$ cat config.mk
export PLATFORM = sky130hd
export DESIGN_NAME = lscd_top
export DESIGN_NICKNAME = d
export VERILOG_FILES = /design/src/verilog/lscd_pkg.sv /design/src/verilog/lscd_clk_if.sv /design/src/verilog/lscd_clk_div.sv /design/src/verilog/lscd_top.sv
export SDC_FILE = /design/constraint.sdc
export NUM_CORES = 1
export LEC_CHECK = 0
export BUFFER_PORTS_ARGS = -buffer_cell sky130_fd_sc_hd__buf_4
export CELL_PAD_IN_SITES_DETAIL_PLACEMENT = 0
export CELL_PAD_IN_SITES_GLOBAL_PLACEMENT = 1
export CORE_ASPECT_RATIO = 0.5
export CORE_MARGIN = 5
export CORE_UTILIZATION = 35
export DETAILED_ROUTE_END_ITERATION = 10
export PLACE_DENSITY = 0.6
export REMOVE_ABC_BUFFERS = 1
export SLEW_MARGIN = 20
export SYNTH_ARGS = -nofsm -noshare
export SYNTH_HDL_FRONTEND = slang
export SYNTH_HIERARCHICAL = 1
export SYNTH_SLANG_ARGS = --single-unit
$ cat constraint.sdc
create_clock -name core_clk -period 3.15 [get_ports core_clk]
set_input_delay 0.315 -clock core_clk [delete_from_list [all_inputs] [get_ports core_clk]]
set_output_delay 0.315 -clock core_clk [all_outputs]
set_load 0.01 [all_outputs]
$ cat src/verilog/lscd_pkg.sv
// Package: addresses, field positions, reset values and level codes for the LCD driver
package lscd_pkg;
  // Register and memory map
  localparam logic [15:0] MODE_ADDR     = 16'hFFB0;
  localparam logic [15:0] CLK_ADDR      = 16'hFFB2;
  localparam logic [15:0] MEM_BASE      = 16'hFA00;
  localparam logic [15:0] MEM_LAST      = 16'hFA1B;
  localparam int          MEM_BYTES     = 28;
  localparam int          SEG_FIXED     = 16;
  localparam int          SEG_OPTIONAL  = 12;
  // Reset values
  localparam logic [7:0]  MODE_RESET    = 8'h00;
  localparam logic [7:0]  CLK_RESET     = 8'h00;
  // Display mode fields
  localparam int          DISPLAY_ENABLE_POS = 7;
  localparam int          PIN_OUTPUT_POS     = 4;
  localparam int          SLICE_SELECT_POS   = 0;
  localparam logic [7:0]  MODE_MASK          = 8'h91;
  // Clock control fields
  localparam int          SRC_SEL_LSB   = 2;
  localparam int          DIV_SEL_LSB   = 0;
  localparam logic [7:0]  CLK_MASK      = 8'h0F;
  // Divider exponents: main clock / 2^(5+code-1), panel clock / 2^(6+code)
  localparam int          SRC_EXP_BASE  = 4;
  localparam int          DIV_EXP_BASE  = 6;
  localparam int          PRESCALE_W    = 7;
  localparam int          PANEL_DIV_W   = 9;
  // Level codes for a 1/3-bias selector: 0 = ground .. 3 = full drive
  localparam logic [1:0]  LVL_0 = 2'h0;
  localparam logic [1:0]  LVL_1 = 2'h1;
  localparam logic [1:0]  LVL_2 = 2'h2;
  localparam logic [1:0]  LVL_3 = 2'h3;
  // Common slot, Gray coded along the scan
  typedef enum logic [1:0] {
    SLOT0 = 2'h0,
    SLOT1 = 2'h1,
    SLOT2 = 2'h3,
    SLOT3 = 2'h2
  } lscd_slot_t;
endpackage

$ cat src/verilog/lscd_clk_if.sv
// Interface: clock settings to the divider and panel clock enable back
`timescale 1ns/1ns
interface lscd_clk_if;
  logic       run;
  logic [1:0] src_sel;
  logic [1:0] div_sel;
  logic       panel_tick;
  modport ctrl (output run, output src_sel, output div_sel, input panel_tick);
  modport div  (input run, input src_sel, input div_sel, output panel_tick);
endinterface

$ cat src/verilog/lscd_clk_div.sv
// Divider: source clock select and panel clock enable generation
`timescale 1ns/1ns
module lscd_clk_div (
  // Clock and reset
  input  wire logic core_clk,
  input  wire logic arst_n,
  // Subsystem clock, one-cycle pulse per subsystem period
  input  wire logic sub_clk_tick,
  // Settings and enable
  lscd_clk_if.div   cif
);
  logic [lscd_pkg::PRESCALE_W-1:0]  prescale;
  logic [lscd_pkg::PANEL_DIV_W-1:0] panel_cnt;
  logic                             src_tick;

  // Terminal count of 2^exp - 1, used by both stages
  function automatic logic [8:0] last_count(input int unsigned exp_val);
    last_count = 9'((1 << exp_val) - 1);
  endfunction

  // Main clock prescaler, free running while the pins are driven
  always_ff @(posedge core_clk or negedge arst_n) begin
    if (!arst_n) begin
      prescale <= '0;
    end else if (!cif.run) begin
      prescale <= '0;
    end else begin
      prescale <= prescale + 7'h01;
    end
  end

  always_comb begin
    if (cif.src_sel == 2'h0) begin
      src_tick = sub_clk_tick;
    end else begin
      src_tick = ({2'h0, prescale} & last_count(lscd_pkg::SRC_EXP_BASE + 32'(cif.src_sel)))
                 == last_count(lscd_pkg::SRC_EXP_BASE + 32'(cif.src_sel));
    end
  end

  // Panel clock as an enable; no derived clock net reaches the flops
  always_ff @(posedge core_clk or negedge arst_n) begin
    if (!arst_n) begin
      panel_cnt <= '0;
    end else if (!cif.run) begin
      panel_cnt <= '0;
    end else if (src_tick) begin
      if (panel_cnt >= last_count(lscd_pkg::DIV_EXP_BASE + 32'(cif.div_sel))) begin
        panel_cnt <= '0;
      end else begin
        panel_cnt <= panel_cnt + 9'h001;
      end
    end
  end

  assign cif.panel_tick = cif.run && src_tick
    && (panel_cnt >= last_count(lscd_pkg::DIV_EXP_BASE + 32'(cif.div_sel)));
endmodule

$ cat src/verilog/lscd_top.sv
// Segment LCD controller: registers, display memory and multiplexed level outputs
// How it works
// - Four commons and 16 to 28 segments, one segment per memory byte.
// - Display memory at FA00H..FA1BH; upper four bits always read zero.
// - Each of the upper twelve segments may be a port pin instead.
// - Mode register at FFB0H, read/write, resets to 00H.
// - Display enable low, with pin output on, forces every segment to the deselect level.
// - Pin output control low grounds all segment and common pins.
// - Mode bit 0 picks four slices (0) or three slices (1).
// - Clock control register at FFB2H, read/write, resets to 00H.
// - Clock bits 3:2 pick subsystem clock or main clock /32, /64, /128.
// - Clock bits 1:0 divide the source by 64, 128, 256 or 512.
// - Frame rate is the panel clock divided by the slice count.
// - Both control registers take single-bit and full-byte writes.
// - Segment shows memory bit n during common slot n; 1 selects.
// - Commons are selected in turn, one per slice, continuously.
// - In three-slice mode bit 3 is ignored and the fourth common idles.
`timescale 1ns/1ns
module lscd_top #(
  parameter int NUM_SEG = 28
) (
  // Clock and reset
  input  wire logic                      core_clk,
  input  wire logic                      arst_n,
  // Subsystem clock, one-cycle pulse per period
  input  wire logic                      sub_clk_tick,
  // Internal memory bus
  input  wire logic [15:0]               bus_addr,
  input  wire logic                      bus_wr,
  input  wire logic [7:0]                bus_wdata,
  input  wire logic                      bus_bit_wr,
  input  wire logic [2:0]                bus_bit_idx,
  input  wire logic                      bus_bit_val,
  input  wire logic                      bus_rd,
  output logic      [7:0]                bus_rdata,
  // Port function selection for the optional segments, 1 = port pin
  input  wire logic [lscd_pkg::SEG_OPTIONAL-1:0] seg_port_sel,
  // Panel drive level codes
  output logic      [NUM_SEG-1:0][1:0]   seg_level,
  output logic      [NUM_SEG-1:0]        seg_drive_en,
  output logic      [3:0][1:0]           com_level
);
  logic [7:0]              display_mode_ctrl;
  logic [7:0]              display_clock_ctrl;
  logic [3:0]              disp_mem [lscd_pkg::MEM_BYTES];
  lscd_pkg::lscd_slot_t    slot;
  logic                    polarity;
  logic                    display_enable_bit;
  logic                    pin_output_ctrl_bit;
  logic                    slice_count_select;
  logic                    frame_end;
  logic [7:0]              next_mode;
  logic [7:0]              next_clk;
  logic [7:0]              next_mem;
  logic [4:0]              mem_idx;
  logic                    mem_hit;
  logic [NUM_SEG-1:0][1:0] next_seg;
  logic [3:0][1:0]         next_com;

  lscd_clk_if cif ();

  // Byte write wins over bit write when both arrive together
  function automatic logic [7:0] merge_write(input logic [7:0] old_val);
    merge_write = old_val;
    if (bus_wr) begin
      merge_write = bus_wdata;
    end else if (bus_bit_wr) begin
      merge_write[bus_bit_idx] = bus_bit_val;
    end
  endfunction

  function automatic lscd_pkg::lscd_slot_t next_slot(input lscd_pkg::lscd_slot_t s,
                                                     input logic three);
    unique case (s)
      lscd_pkg::SLOT0: next_slot = lscd_pkg::SLOT1;
      lscd_pkg::SLOT1: next_slot = lscd_pkg::SLOT2;
      lscd_pkg::SLOT2: next_slot = three ? lscd_pkg::SLOT0 : lscd_pkg::SLOT3;
      lscd_pkg::SLOT3: next_slot = lscd_pkg::SLOT0;
    endcase
  endfunction

  function automatic logic [1:0] slot_index(input lscd_pkg::lscd_slot_t s);
    unique case (s)
      lscd_pkg::SLOT0: slot_index = 2'h0;
      lscd_pkg::SLOT1: slot_index = 2'h1;
      lscd_pkg::SLOT2: slot_index = 2'h2;
      lscd_pkg::SLOT3: slot_index = 2'h3;
    endcase
  endfunction

  // Segment select sits at the far rail from the selected common
  function automatic logic [1:0] seg_code(input logic on, input logic pol);
    if (on) begin
      seg_code = pol ? lscd_pkg::LVL_3 : lscd_pkg::LVL_0;
    end else begin
      seg_code = pol ? lscd_pkg::LVL_1 : lscd_pkg::LVL_2;
    end
  endfunction

  function automatic logic [1:0] com_code(input logic sel, input logic pol);
    if (sel) begin
      com_code = pol ? lscd_pkg::LVL_0 : lscd_pkg::LVL_3;
    end else begin
      com_code = pol ? lscd_pkg::LVL_2 : lscd_pkg::LVL_1;
    end
  endfunction

  assign display_enable_bit  = display_mode_ctrl[lscd_pkg::DISPLAY_ENABLE_POS];
  assign pin_output_ctrl_bit = display_mode_ctrl[lscd_pkg::PIN_OUTPUT_POS];
  assign slice_count_select  = display_mode_ctrl[lscd_pkg::SLICE_SELECT_POS];
  assign mem_hit = (bus_addr >= lscd_pkg::MEM_BASE) && (bus_addr <= lscd_pkg::MEM_LAST);
  assign mem_idx = 5'(bus_addr - lscd_pkg::MEM_BASE);

  assign cif.run     = pin_output_ctrl_bit;
  assign cif.src_sel = display_clock_ctrl[lscd_pkg::SRC_SEL_LSB +: 2];
  assign cif.div_sel = display_clock_ctrl[lscd_pkg::DIV_SEL_LSB +: 2];

  lscd_clk_div u_div (
    .core_clk     (core_clk),
    .arst_n       (arst_n),
    .sub_clk_tick (sub_clk_tick),
    .cif          (cif.div)
  );

  // Reserved bits are not stored, so they read as zero whatever is written
  // A process, not an assign: the merge reads the strobes outside its arguments
  always_comb begin
    next_mode = merge_write(display_mode_ctrl) & lscd_pkg::MODE_MASK;
    next_clk  = merge_write(display_clock_ctrl) & lscd_pkg::CLK_MASK;
    next_mem  = merge_write({4'h0, disp_mem[mem_idx]});
  end

  always_ff @(posedge core_clk or negedge arst_n) begin
    if (!arst_n) begin
      display_mode_ctrl <= lscd_pkg::MODE_RESET;
    end else if ((bus_wr || bus_bit_wr) && bus_addr == lscd_pkg::MODE_ADDR) begin
      display_mode_ctrl <= next_mode;
    end
  end

  // Clock changes are taken as written; software stops the display first
  always_ff @(posedge core_clk or negedge arst_n) begin
    if (!arst_n) begin
      display_clock_ctrl <= lscd_pkg::CLK_RESET;
    end else if ((bus_wr || bus_bit_wr) && bus_addr == lscd_pkg::CLK_ADDR) begin
      display_clock_ctrl <= next_clk;
    end
  end

  // Only the low nibble exists; the upper bits have no storage
  always_ff @(posedge core_clk) begin
    if ((bus_wr || bus_bit_wr) && mem_hit) begin
      disp_mem[mem_idx] <= next_mem[3:0];
    end
  end

  always_ff @(posedge core_clk or negedge arst_n) begin
    if (!arst_n) begin
      bus_rdata <= 8'h00;
    end else if (bus_rd) begin
      if (bus_addr == lscd_pkg::MODE_ADDR) begin
        bus_rdata <= display_mode_ctrl;
      end else if (bus_addr == lscd_pkg::CLK_ADDR) begin
        bus_rdata <= display_clock_ctrl;
      end else if (mem_hit) begin
        bus_rdata <= {4'h0, disp_mem[mem_idx]};
      end else begin
        bus_rdata <= 8'h00;
      end
    end
  end

  // Scan position and frame polarity
  assign frame_end = cif.panel_tick && (next_slot(slot, slice_count_select) == lscd_pkg::SLOT0);

  always_ff @(posedge core_clk or negedge arst_n) begin
    if (!arst_n) begin
      slot <= lscd_pkg::SLOT0;
    end else if (!pin_output_ctrl_bit) begin
      slot <= lscd_pkg::SLOT0;
    end else if (cif.panel_tick) begin
      slot <= next_slot(slot, slice_count_select);
    end
  end

  always_ff @(posedge core_clk or negedge arst_n) begin
    if (!arst_n) begin
      polarity <= 1'b0;
    end else if (!pin_output_ctrl_bit) begin
      polarity <= 1'b0;
    end else if (frame_end) begin
      polarity <= ~polarity;
    end
  end

  always_comb begin
    for (int s = 0; s < NUM_SEG; s++) begin
      if (!pin_output_ctrl_bit) begin
        next_seg[s] = lscd_pkg::LVL_0;
      end else if (!display_enable_bit) begin
        next_seg[s] = seg_code(1'b0, polarity);
      end else begin
        next_seg[s] = seg_code(disp_mem[s][slot_index(slot)], polarity);
      end
    end
    for (int c = 0; c < 4; c++) begin
      if (!pin_output_ctrl_bit) begin
        next_com[c] = lscd_pkg::LVL_0;
      end else begin
        next_com[c] = com_code(slot_index(slot) == 2'(c), polarity);
      end
    end
  end

  always_ff @(posedge core_clk or negedge arst_n) begin
    if (!arst_n) begin
      seg_level <= '0;
      com_level <= '0;
    end else begin
      seg_level <= next_seg;
      com_level <= next_com;
    end
  end

  // Fixed segments always drive; optional ones follow the port selection
  always_comb begin
    for (int s = 0; s < NUM_SEG; s++) begin
      if (s < lscd_pkg::SEG_FIXED) begin
        seg_drive_en[s] = 1'b1;
      end else begin
        seg_drive_en[s] = !seg_port_sel[s - lscd_pkg::SEG_FIXED];
      end
    end
  end
endmodule

# Word-level counts from Yosys, hierarchy flattened
# Memories as Yosys holds them, arrays and structs flattened.
# Cells that the tools add are included.
[classes] add_sub_neg=7 n_shift=2 n_eq_ne=12 n_bitwise=2 muxes=183 reduce_logical=28 magnitude_cmp=6
[op_table] operator="$mux W2" n=102
[op_table] operator="$shl A1 B32 Y9 const A" n=2
[op_table] operator="$bmux W1 S2" n=28
[op_table] operator="$mux W1" n=34
[op_table] operator="$eq A16 B16 Y1 const B" n=2
[op_table] operator="$mux W9" n=3
[op_table] operator="$bwmux W8" n=3
[op_table] operator="$mux W4" n=6
[op_table] operator="$mux W8" n=3
[op_table] operator="$sub A9 B2 Y9 const B" n=2
[op_table] operator="$ge A16 B16 Y1 const B" n=1
[op_table] operator="$le A16 B16 Y1 const B" n=1
[op_table] operator="$pmux W2 S4" n=2
[op_table] operator="$logic_not A1 Y1" n=12
[op_table] operator="$add A9 B1 Y9 const B" n=1
[op_table] operator="$and A7 B9 Y9" n=1
[op_table] operator="$eq A9 B9 Y1" n=1
[op_table] operator="$ge A9 B9 Y1" n=1
[op_table] operator="$add A3 B2 Y4 const A" n=2
[op_table] operator="$eq A2 B2 Y1 const B" n=4
[op_table] operator="$logic_and A1 B1 Y1" n=8
[op_table] operator="$logic_not A2 Y1" n=4
[op_table] operator="$add A7 B1 Y7 const B" n=1
[op_table] operator="$mux W7" n=1
[op_table] operator="other kinds (11)" n=15
[word_totals] out_inout_bits=100 ram_bits=112 reg_bits=98 inputBits=46 mem_count=1 wordCells=280
[memory_table] name="disp_mem" depth=28 width=4 rd=29 rd_clocked_by_memory_dff=0 wr=1 line_no="lscd_top.sv:45" text="logic [3:0] disp_mem [lscd_pkg::MEM_BYTES];"

# Longest topological paths before layout
# Gate-level depths: netlist (run 1).
[logic_depth] word_depth=11 depth_mapped=10 mapped_depth_nobuf=10

# By module
# The synthesis (run 1) kept the hierarchy.
[by_module_without_submodules] module="lscd_top" seq_area_each_um2=5094.9 area_each_um2=8889.8 n_inst=1 cells_each=640
[by_module_without_submodules] module="lscd_clk_div" seq_area_each_um2=400.4 area_each_um2=1119.8 n_inst=1 cells_each=124

# Worst setup path after synthesis (run 1)
# No wires, ideal clock.
[synth_path] kind="in2reg" startpoint="input port bus_addr[0]" endpoint="memory disp_mem[0][1] (data pin)" setup_ns=0.467 cell_stages=7 arrival_ns=2.839 path_slack_ns=-0.156 required_time_ns=2.683 n_path_buf=3 path_cell_list="buf_4 -> buf_2 -> buf_2 -> o41ai_1 -> a31oi_1 -> a31o_2 -> o31ai_1"
[synth_between] elab_chain_len=5
[synth_lines] item="from (decl)" line_no="lscd_top.sv:28" text="input wire logic [15:0] bus_addr,"
[synth_lines] item="$sub A5 B1 Y5 *" line_no="lscd_top.sv:112" text="assign mem_idx = 5'(bus_addr - lscd_pkg::MEM_BASE);"
[synth_lines] item="$mem_v2 Z28 W4 *"
[synth_lines] item="$bwmux W8" line_no="lscd_top.sv:68" text="merge_write[bus_bit_idx] = bus_bit_val;"
[synth_lines] item="$mux W4 *" line_no="lscd_top.sv:67" text="end else if (bus_bit_wr) begin"
[synth_lines] item="$mux W4 *" line_no="lscd_top.sv:65" text="if (bus_wr) begin"
[synth_lines] item="net next_mem[1]" line_no="lscd_top.sv:54" text="logic [7:0] next_mem;"
[synth_lines] item="to (decl)" line_no="lscd_top.sv:45"
# The timed path passes the listed nets; every way through them passes the cells marked *.

==> impl_metrics.sql, run 1 <==
INSERT INTO impl_metrics (metric_group, metric, value, unit) VALUES
('outcome', 'run_status', 'complete, but fails checks', ''),
('outcome', 'violated_checks', 'negative hold slack', ''),
('synth', 'synth-edff-count', '128', ''),
('synth', 'synth_area_in_compound_gates', '10.1', '%'),
('final_layout', 'num-nets-final', '935', ''),
('floorplanning', 'die_height', '130', 'microns'),
('timing', 'max_clock_freq', '373', 'MHz'),
('synth', 'synth-xor-area-share', '0.700', '%'),
('timing', 'final_period_minus_worst_setup_slack', '2.68', 'ns'),
('timing', 'tightest_slew', '0.884', 'ns'),
('drt', 'drt.antenna.violating_nets', '0', ''),
('worst_setup_path', 'regToRegStartpoint', 'slot[0]', ''),
('clock_tree', 'cts.reportedPaths.clkPinSlew', '0.08', 'ns'),
('global_routing', 'number_of_global_route_vias_before_repair', '6611', ''),
('synth', 'synth_seq_area_share', '54.9', '%'),
('clock_tree', 'post_cts_resize_count', '0', ''),
('power_and_ir_drop', 'ir_drop', '0.000397', 'V'),
('worst_setup_path', 'critPathCapture', 'seg_level[11]', ''),
('final_layout', 'post_route_non_filler_standard_cell_count', '1269', ''),
('global_routing', 'groute.usage.overall', '15.7', '%'),
('clock_tree', 'cts_made_buffers', '17', ''),
('drt', 'route.detailed.wl_per_inst', '19.8', 'microns'),
('clock_tree', 'clock_insertion_delay_worst_skew', '0.45', 'ns'),
('floorplanning', 'floorplan.core_area', '0.0279', 'sq mm'),
('worst_setup_path', 'worst_r2r_endpoint', 'seg_level[11]', ''),
('clock_tree', 'cts_post_setup_buffers_inserted', '0', ''),
('clock_tree', 'clk_path_buf_depth', '2', ''),
('worst_setup_path', 'endpoint_kind', 'flop', ''),
('placed_design', 'gp_routability_congestion', '0.811', ''),
('timing', 'slew_headroom', '41.1', '%'),
('final_layout', 'flow.area_growth_from_synthesis', '18.9', '%'),
('worst_setup_path', 'critPathLaunchType', 'flop', ''),
('drt', 'route.detailed.vias_per_inst', '5.20', ''),
('timing', 'period_share', '85.2', '%'),
('synth', 'asyncSetResetFlopFracSynth', '34.0', '%'),
('floorplanning', 'core.rowCount', '43', ''),
('floorplanning', 'area_enclosed_by_the_die_boundary', '0.0323', 'sq mm'),
('clock_tree', 'cts_tree', 'built', ''),
('clock_tree', 'hold_buffers', '0', ''),
('drt', 'firstDrtPassIters', '5', ''),
('floorplanning', 'floorplan.die.width', '249', 'microns'),
('worst_setup_path', 'signal_arrival_time_at_the_worst_endpoint', '3.03', 'ns'),
('power_and_ir_drop', 'total_leakage_power', '4.80', 'nW'),
('placed_design', 'dp_hpwl', '17.8', 'mm'),
('timing', 'fin_hold_ws', '-0.0233', 'ns'),
('final_layout', 'layout_cell_share_with_drive_strength_beyond_1', '30.0', '%'),
('clock_tree', 'cts_root_buffer', 'clkbuf_16', ''),
('power_and_ir_drop', 'p_per_area', '458', 'mW/mm^2'),
('synth', 'yosys.cell_types.count', '72', ''),
('final_layout', 'antennaDiodeCount', '0', ''),
('synth', 'post_synth_top_flop', 'edfxtp_1', ''),
('floorplanning', 'num_io_pins', '146', ''),
('synth', 'synth_simple_gate_area_share', '11.3', '%'),
('synth', 'synthesis.area', '0.0100', 'sq mm'),
('global_routing', 'pin_count_of_the_biggest_net_entering_global_routing', '67', ''),
('synth', 'synthCells', '764', ''),
('clock_tree', 'cts.sink_count', '194', ''),
('synth', 'combinational_family_with_the_most_area_after_synthesis', 'multiplexers', ''),
('placed_design', 'place_inst', '1237', ''),
('worst_setup_path', 'crit_path_max_fanout', '16', ''),
('synth', 'average_footprint_of_a_synthesized_cell', '13.1', 'sq um'),
('timing', 'finalHoldViolations', '30', ''),
('synth', 'ys_warn_count', '6', ''),
('global_routing', 'globalRoute.totalOverflow', '0', ''),
('worst_setup_path', 'cp-startpoint', 'slot[0]', ''),
('global_routing', 'number_of_antenna_violations_at_the_first_check_in_global_routing', '0', ''),
('worst_setup_path', 'timing.reg2reg.worst_path_depth', '7', ''),
('timing', 'worst_clock_skew', '0.0142', 'ns'),
('placed_design', 'count_of_buffers_from_port_buffering', '125', ''),
('floorplanning', 'start_util', '35.8', '%'),
('drt', 'route.vias.total', '6600', '');
## synth_stat cells (4+ instances only)
cell | n | area share [%]
o21ai_0 | 11 | 0.55
mux2i_1 | 23 | 2.3
mux4_2 | 48 | 11
nand3_1 | 17 | 0.85
xor2_1 | 6 | 0.52
o21a_1 | 29 | 2.2
nor3_1 | 5 | 0.25
o31ai_1 | 7 | 0.52
nand2_1 | 35 | 1.3
and2_1 | 9 | 0.56
nand4_1 | 15 | 0.94
buf_4 | 54 | 4.1
mux2_4 | 4 | 0.60
a21oi_1 | 38 | 1.9
nand2b_1 | 7 | 0.44
a22o_1 | 4 | 0.35
buf_6 | 6 | 0.67
buf_1 | 4 | 0.15
o21ai_2 | 4 | 0.35
buf_2 | 6 | 0.30
a21boi_0 | 4 | 0.30
edfxtp_1 | 128 | 38
o221ai_1 | 4 | 0.35
nor2b_1 | 12 | 0.75
a22oi_1 | 5 | 0.38
nor2_1 | 45 | 1.7
a211oi_1 | 4 | 0.30
clkbuf_1 | 23 | 0.86
a31oi_1 | 11 | 0.69
dfrtp_1 | 66 | 16
inv_1 | 22 | 0.83
ha_1 | 15 | 1.9
and3_1 | 31 | 1.9
## worst max-delay path, cell delays in order (launching register included)
cell and delay, ns:
dfrtp_1 0.42, inv_1 0.11, ha_1 0.24, o21bai_4 0.57, buf_12 0.27, mux4_2 0.57, and3_1 0.20, o21a_1 0.18
## registers in the layout, summed over array words and instances, names as in the netlist
name and count:
bus_rdata 6, com_level 5, disp_mem 128, display_clock_ctrl 4
display_mode_ctrl 3, polarity 1, seg_level 29, slot 2
u_div/panel_cnt 9, u_div/prescale 7
## where the power goes
part	leakage (nW)	switching [mW]	internal (mW)	total (mW)
clock network	0.302	1.01	1.26	2.27
registers	2.09	0.00444	2.77	2.77
logic	2.40	0.250	0.152	0.402
## worst min-delay path by stage
stage | startpoint | end | cells after the start
global route | arst_n | com_level[3] | 1
floorplan | arst_n | bus_rdata[0] | 0
detailed placement | u_div/prescale[0] | u_div/prescale[0] | 1
global placement | u_div/prescale[0] | u_div/prescale[0] | 1
CTS | arst_n | u_div/panel_cnt[2] | 1
finish | arst_n | com_level[3] | 1
## per-stage QoR
stage	instance area [sq um]	TNS (ns)	setup slack, ns	power (mW)	util [%]
floorplan	9520	-26.31	-0.940	2.98	-
global placement	11300	0	0.319	3.23	40.4
detailed placement	11300	0	0.344	3.23	40.4
CTS	11900	0	0.401	5.50	42.6
global route	11900	0	0.280	5.63	42.6
finish	11900	0	0.467	5.45	42.6
## layer usage
metal  routed length, microns  global-route usage, %  vias up
li1                         -                      -     3025
met1                    11500                   21.6     3366
met2                    11900                   25.1      179
met3                     1340                   3.31       30
met4                      465                   5.45        0
met5                        0                      0        -
## layout by cell type (no fill, tap or decap), drive strengths merged, types with 8 or more instances in the layout
cell,netlist,routed
nand3,19,19
nor2,45,45
conb,3,37
and3,33,33
buf,70,151
nor2b,12,12
clkbuf,23,18
o21a,30,30
o21ai,17,17
a31oi,11,11
nand4,15,15
inv,22,26
mux4,48,48
nand2,37,37
edfxtp,128,128
nor3,8,8
ha,15,15
o31ai,9,9
mux2i,23,23
dfrtp,66,66
and2,9,9
a21oi,38,38
## kinds of logic after synthesis
kind of cell | count (synthesis)
simple gates | 205
flops | 194
compound gates | 145
buf+inv | 116
mux | 78
fa+ha+maj | 15
xor+xnor | 8
other cells | 3
## layout make-up
cell class | count | area (sq um)
clock buffers | 18 | 429
flip-flops and latches | 194 | 5500
inverters | 22 | 82.6
clock inverters | 14 | 179
well taps | 382 | 478
repair buffers | 151 | 1220
multi-input cells | 488 | 4010
fillers | 2559 | 16000
(Power assumes the default switching activity.)
==> run 2: changes to the inputs <==
- ABC_AREA: unset -> 1
- PLACE_DENSITY: 0.6 -> 0.64
- clock period: 3.15 -> 3.1 ns (I/O delays scaled with it)
==> impl_metrics.sql, run 2 <==
INSERT INTO impl_metrics (metric_group, metric, value, unit) VALUES
('timing', 'final_period_minus_worst_setup_slack', '2.43', 'ns'),
('worst_setup_path', 'crit_path_max_fanout', '10', ''),
('synth', 'post_synth_top_flop', 'edfxtp_1', ''),
('final_layout', 'num-nets-final', '1346', ''),
('floorplanning', 'floorplan.die.width', '250', 'microns'),
('drt', 'firstDrtPassIters', '5', ''),
('final_layout', 'layout_cell_share_with_drive_strength_beyond_1', '16.6', '%'),
('clock_tree', 'cts.htree.levels', '4', ''),
('timing', 'fin_hold_ws', '-0.0344', 'ns'),
('global_routing', 'number_of_global_route_vias_before_repair', '7997', ''),
('final_layout', 'antennaDiodeCount', '0', ''),
('placed_design', 'dp_hpwl', '20.3', 'mm'),
('drt', 'drt_drc_violations_left', '0', ''),
('drt', 'route.detailed.wl_per_inst', '17.8', 'microns'),
('timing', 'postLayoutSetupSlackWorst', '0.672', 'ns'),
('timing', 'tightest_slew', '0.931', 'ns'),
('outcome', 'violated_checks', 'negative hold slack', ''),
('placed_design', 'placedInstanceArea', '0.0115', 'sq mm'),
('synth', 'ys_warn_count', '6', ''),
('synth', 'synth_top_cells_by_count', 'nand2_1, edfxtp_1, o21ai_0', ''),
('final_layout', 'registers_with_the_most_flip_flops', 'disp_mem (128), seg_level (29), u_div/panel_cnt (9)', ''),
('drt', 'route.final.wire_length', '29.9', 'mm'),
('clock_tree', 'post_cts_resize_count', '0', ''),
('clock_tree', 'cts.reportedPaths.clkPinSlew', '0.08', 'ns'),
('timing', 'finalHoldViolations', '22', ''),
('worst_setup_path', 'critical_path_class', 'reg -> reg', ''),
('final_layout', 'regMostFlops', 'disp_mem', ''),
('timing', 'max_clock_freq', '412', 'MHz'),
('clock_tree', 'clk_path_buf_depth', '2', ''),
('synth', 'asyncSetResetFlopFracSynth', '34.0', '%'),
('clock_tree', 'cts_root_buffer', 'clkbuf_16', ''),
('final_layout', 'fillers', '2815', ''),
('synth', 'synth_top_cell_area_share', '38.1', '%'),
('drt', 'route.detailed.vias_per_inst', '4.87', ''),
('final_layout', 'flow.area_growth_from_synthesis', '19.5', '%'),
('synth', 'synth_seq_area_share', '54.4', '%'),
('final_layout', 'layout_common_cells', 'nand2_1, buf_4, edfxtp_1', ''),
('synth', 'average_footprint_of_a_synthesized_cell', '8.69', 'sq um'),
('drt', 'first_iter_violations', '596', ''),
('worst_setup_path', 'crit_path_cell_trace', 'nor2_1 -> inv_1 -> ha_1 -> nor2_1 -> nor2_1 -> nand3_4 -> a21oi_4 -> inv_1 -> nor2_1 -> nand2_1 -> o31a_1', ''),
('synth', 'yosys.cell_types.count', '37', ''),
('clock_tree', 'cts.sink_count', '194', ''),
('drt', 'route.vias.total', '8187', ''),
('worst_setup_path', 'crit_top_cell', 'nor2_1', ''),
('worst_setup_path', 'cpMaxStageDelayCell', 'dfrtp_1', ''),
('floorplanning', 'floorplan.core_area', '0.0280', 'sq mm'),
('outcome', 'run_status', 'complete, but fails checks', ''),
('global_routing', 'wire_length_of_the_first_global_routing_pass', '46.1', 'mm'),
('floorplanning', 'num_io_pins', '146', ''),
('worst_setup_path', 'worst-endpoint-required', '3.44', 'ns'),
('floorplanning', 'start_util', '36.0', '%'),
('timing', 'slew_headroom', '38.0', '%'),
('final_layout', 'most_common_cell_after_layout_fill_and_taps_aside', 'nand2_1', ''),
('clock_tree', 'cts_made_buffers', '17', ''),
('final_layout', 'post_route_non_filler_standard_cell_count', '1680', ''),
('worst_hold_path', 'hp-class', 'in -> async', ''),
('placed_design', 'place_inst', '1648', ''),
('timing', 'max_slew_violation_total_from_the_final_report', '0', ''),
('global_routing', 'groute.usage.overall', '18.4', '%'),
('global_routing', 'number_of_antenna_violations_at_the_first_check_in_global_routing', '0', ''),
('placed_design', 'post-place-ws', '0.573', 'ns'),
('final_layout', 'largest_reg_flops', '128', ''),
('timing', 'setup_tns', '0', 'ns'),
('synth', 'synthCells', '1162', ''),
('timing', 'grt_setup_unrepaired', 'false', ''),
('timing', 'worst_clock_skew', '0.0137', 'ns'),
('worst_setup_path', 'timing.critical_path.slowest_cell_delay', '0.44', 'ns'),
('final_layout', 'finalInstanceArea', '0.0121', 'sq mm'),
('floorplanning', 'die_height', '130', 'microns'),
('clock_tree', 'cts_tree', 'built', ''),
('worst_setup_path', 'endpoint_kind', 'flop', ''),
('worst_setup_path', 'signal_arrival_time_at_the_worst_endpoint', '2.77', 'ns'),
('timing', 'setup-violations-final', '0', ''),
('power_and_ir_drop', 'p_per_area', '459', 'mW/mm^2'),
('global_routing', 'pin_count_of_the_biggest_net_entering_global_routing', '67', ''),
('placed_design', 'gp_routability_congestion', '0.830', ''),
('drt', 'drt.antenna.violating_nets', '0', ''),
('power_and_ir_drop', 'total_leakage_power', '5.36', 'nW'),
('synth', 'ys_top_cells_by_area', 'edfxtp_1, dfrtp_1, nand2_1', ''),
('placed_design', 'count_of_buffers_from_port_buffering', '125', ''),
('timing', 'period_share', '78.3', '%'),
('global_routing', 'globalRoute.totalOverflow', '0', ''),
('flow_run', 'max_capacitance_violation_count', '0', ''),
('synth', 'synthesis.area', '0.0101', 'sq mm'),
('floorplanning', 'area_enclosed_by_the_die_boundary', '0.0325', 'sq mm'),
('synth', 'synth-edff-count', '128', ''),
('synth', 'synth_largest_area_cell', 'edfxtp_1', ''),
('synth', 'most_instantiated_library_cell_after_synthesis', 'nand2_1', ''),
('synth', 'ys_seq_elements', '194', ''),
('worst_setup_path', 'critPathLaunchType', 'flop', ''),
('clock_tree', 'cts_post_setup_buffers_inserted', '0', ''),
('clock_tree', 'clock_insertion_delay_worst_skew', '0.46', 'ns'),
('clock_tree', 'hold_buffers', '0', ''),
('power_and_ir_drop', 'ir_drop', '0.000411', 'V'),
('floorplanning', 'core.rowCount', '43', '');
-- run 2: cell families after synthesis --
family	Yosys count	synth area share, %
compound gates	198	10.2
xor+xnor	7	0.607
fa+ha+maj	15	1.86
buf+inv	176	8.84
flops	194	54.4
mux	10	0.992
other cells	3	0.112
simple gates	559	22.9
-- run 2: path summary, 6_finish.rpt --
path	start	end	slack, ns	depth (start not counted)
min in group core_clk	bus_rd	bus_rdata[4]	0.13	3
max	display_clock_ctrl[3]	polarity	0.67	11
min	arst_n	seg_level[17]	-0.03	1
max reg2reg	display_clock_ctrl[3]	polarity	0.67	11
min reg2reg	bus_rdata[4]	bus_rdata[4]	0.49	2
max in group asynchronous	arst_n	polarity	2.45	1
-- run 2: cell type report --
class	instances	area, sq um	area share (%)
clock buffer	19	433	3.59
clock inverter	13	166	1.38
inverter	81	304	2.52
multi-input combinational	826	3840	31.9
sequential	194	5500	45.6
tap	382	478	3.96
timing repair buffer	165	1340	11.1
-- run 2: worst max-delay path, delay by kind of cell, from the launching register on --
family,cells,cell delay (ns)
AOI/OAI and AO/OA,2,0.56
adders and majority gates,1,0.27
buffers and inverters,2,0.13
and+or+nand+nor,6,0.89
DFF,1,0.44
-- run 2: layer usage --
metal / GRT usage [%] / wire length, microns / vias up
met5: 0 / 0 / -
met3: 3.98 / 1760 / 27
met4: 4.65 / 373 / 0
li1: - / - / 4028
met1: 25.9 / 14200 / 3920
met2: 29.4 / 13600 / 212
-- run 2: stage by stage --
step / hold WS, ns / util, % / power, mW
2_1_floorplan: 0.0144 / - / 3.04
3_3_place_gp: 0.470 / 40.9 / 3.29
3_5_place_dp: 0.475 / 40.9 / 3.30
4_1_cts: 0.00704 / 43.0 / 5.59
5_1_grt: 0.0533 / 43.0 / 5.74
6_report: -0.0344 / 43.0 / 5.54
-- run 2: power breakdown --
| part | switching [mW] | internal, mW |
|---|---|---|
| Sequential | 0.00475 | 2.81 |
| Clock | 1.08 | 1.22 |
| Combinational | 0.292 | 0.131 |
| Total | 1.37 | 4.17 |
==> run 3: changes to the inputs <==
- ABC_AREA: 1 -> 0
- PLACE_DENSITY: 0.64 -> 0.62
- clock period: 3.1 -> 1.95 ns (I/O delays scaled with it)
==> impl_metrics.sql, run 3 (synthesis results as in run 1) <==
INSERT INTO impl_metrics (metric_group, metric, value, unit) VALUES
('placed_design', 'count_of_buffers_from_port_buffering', '125', ''),
('timing', 'setup-violations-final', '157', ''),
('drt', 'route.vias.total', '7078', ''),
('worst_setup_path', 'crit_path_max_fanout', '6', ''),
('placed_design', 'dp_hpwl', '19.8', 'mm'),
('drt', 'route.detailed.vias_per_inst', '5.02', ''),
('timing', 'max_slew_violation_total_from_the_final_report', '0', ''),
('clock_tree', 'cts_made_buffers', '17', ''),
('clock_tree', 'cts_tree', 'built', ''),
('timing', 'finalHoldViolations', '0', ''),
('drt', 'firstDrtPassIters', '5', ''),
('final_layout', 'largest_reg_flops', '128', ''),
('worst_setup_path', 'timing.critical_path.slowest_cell_delay', '0.52', 'ns'),
('floorplanning', 'num_io_pins', '146', ''),
('outcome', 'run_status', 'complete, but fails checks', ''),
('final_layout', 'antennaDiodeCount', '0', ''),
('worst_setup_path', 'endpoint_kind', 'flop', ''),
('timing', 'postLayoutSetupSlackWorst', '-0.219', 'ns'),
('timing', 'tightest_slew', '0.727', 'ns'),
('worst_setup_path', 'critPathLaunchType', 'flop', ''),
('worst_setup_path', 'worst-endpoint-required', '2.28', 'ns'),
('clock_tree', 'cts_root_buffer', 'clkbuf_16', ''),
('worst_setup_path', 'worst-path-buf-inv', '2', ''),
('worst_setup_path', 'signal_arrival_time_at_the_worst_endpoint', '2.50', 'ns'),
('placed_design', 'gp_routability_congestion', '0.812', ''),
('timing', 'worst_clock_skew', '0.00797', 'ns'),
('floorplanning', 'start_util', '35.8', '%'),
('timing', 'final_period_minus_worst_setup_slack', '2.17', 'ns'),
('outcome', 'violated_checks', 'negative setup slack', ''),
('global_routing', 'pin_count_of_the_biggest_net_entering_global_routing', '64', ''),
('clock_tree', 'cts.htree.levels', '4', ''),
('timing', 'max_clock_freq', '461', 'MHz'),
('global_routing', 'groute.usage.overall', '17.0', '%'),
('final_layout', 'fillers', '2463', ''),
('timing', 'grt_setup_unrepaired', 'true', ''),
('floorplanning', 'core.rowCount', '43', ''),
('drt', 'route.final.wire_length', '28.0', 'mm'),
('power_and_ir_drop', 'ir_drop', '0.000651', 'V'),
('worst_setup_path', 'crit_path_cell_trace', 'ha_4 -> o21bai_4 -> buf_6 -> buf_12 -> mux4_2 -> and3_4 -> o21a_1', ''),
('final_layout', 'layout_common_cells', 'buf_4, edfxtp_1, dfrtp_1', ''),
('global_routing', 'globalRoute.totalOverflow', '0', ''),
('placed_design', 'post-place-ws', '-0.485', 'ns'),
('global_routing', 'number_of_antenna_violations_at_the_first_check_in_global_routing', '0', ''),
('timing', 'period_share', '111', '%'),
('flow_run', 'max_capacitance_violation_count', '0', ''),
('clock_tree', 'clock_insertion_delay_worst_skew', '0.45', 'ns'),
('worst_hold_path', 'hp-class', 'in -> reg', ''),
('final_layout', 'layout_cell_share_with_drive_strength_beyond_1', '43.6', '%'),
('global_routing', 'number_of_global_route_vias_before_repair', '7085', ''),
('clock_tree', 'clk_path_buf_depth', '2', ''),
('final_layout', 'flow.area_growth_from_synthesis', '34.2', '%'),
('floorplanning', 'floorplan.core_area', '0.0279', 'sq mm'),
('final_layout', 'registers_with_the_most_flip_flops', 'disp_mem (128), seg_level (29), u_div/panel_cnt (9)', ''),
('final_layout', 'regMostFlops', 'disp_mem', ''),
('timing', 'slew_headroom', '51.5', '%'),
('floorplanning', 'floorplan.die.width', '249', 'microns'),
('final_layout', 'most_common_cell_after_layout_fill_and_taps_aside', 'buf_4', ''),
('worst_setup_path', 'critical_path_class', 'reg -> reg', ''),
('drt', 'drt_drc_violations_left', '0', ''),
('drt', 'route.detailed.wl_per_inst', '19.9', 'microns'),
('global_routing', 'wire_length_of_the_first_global_routing_pass', '42.0', 'mm'),
('power_and_ir_drop', 'p_total', '8.86', 'mW'),
('drt', 'drt.antenna.violating_nets', '0', ''),
('worst_setup_path', 'critical-path-top-delay-family', 'multiplexers', ''),
('final_layout', 'util_after_layout', '48.1', '%'),
('power_and_ir_drop', 'total_leakage_power', '5.59', 'nW'),
('worst_setup_path', 'cpMaxStageDelayCell', 'mux4_2', ''),
('clock_tree', 'cts.sink_count', '194', ''),
('floorplanning', 'area_enclosed_by_the_die_boundary', '0.0323', 'sq mm'),
('power_and_ir_drop', 'p_per_area', '660', 'mW/mm^2'),
('drt', 'first_iter_violations', '728', ''),
('floorplanning', 'die_height', '130', 'microns'),
('final_layout', 'num-nets-final', '1078', ''),
('clock_tree', 'cts.reportedPaths.clkPinSlew', '0.07', 'ns');
==> run 3: routing by layer <==
layer  up-vias  track usage (%)  share of wire [%]
met1      3564             23.7                 46
li1       3316                -                  -
met2       174             27.8                 48
met5         -                0                  0
met3        24             3.39                4.8
met4         0             3.97                1.1
==> run 3: final cells by class <==
| type | count | area [sq um] | area share, % |
|---|---|---|---|
| inverter | 22 | 85.1 | 0.634 |
| timing repair buffer | 294 | 2520 | 18.8 |
| tap | 382 | 478 | 3.56 |
| sequential | 194 | 5500 | 40.9 |
| multi-input combinational | 488 | 4260 | 31.7 |
| clock inverter | 12 | 151 | 1.13 |
| clock buffer | 19 | 433 | 3.22 |
==> run 3: power by group <==
part / total [mW] / switching, mW / internal, mW
clock: 3.53 / 1.62 / 1.91
combinational: 0.849 / 0.460 / 0.389
sequential: 4.48 / 0.00784 / 4.47
total: 8.86 / 2.09 / 6.78
==> run 3: worst paths after layout <==
kind | slack [ns] | from | cells past startpoint | to
worst min-delay path | 0.05 | bus_rd | 2 | bus_rdata[4]
min in group asynchronous | 0.22 | arst_n | 2 | seg_level[21]
worst max-delay path | -0.22 | slot[1] | 7 | seg_level[29]
worst min register to register | 0.55 | u_div/prescale[0] | 2 | u_div/prescale[0]
max in group asynchronous | 1.16 | arst_n | 3 | slot[1]
worst max register to register | -0.22 | slot[1] | 7 | seg_level[29]
==> run 3: metrics by stage <==
stage / TNS [ns] / std cells / hold slack [ns] / instance area (sq um)
finish: -23.91 / 1411 / 0.0491 / 13400
global route: -30.94 / 1411 / 0.0420 / 13400
CTS: -26.16 / 1398 / 0.0207 / 13100
detailed placement: -105.39 / 1350 / 0.169 / 12200
global placement: -100.41 / 1350 / 0.172 / 12200
floorplan: -186.87 / 704 / -0.101 / 9520
==> run 3: timing repair <==
item,4_1_cts,5_1_grt
setup endpoints to repair,160,179
gates cloned,2,6
endpoints found under the hold margin,31,0
setup buffers,17,11
pin swaps,16,34
gates resized for setup,28,44
hold buffers,1,0
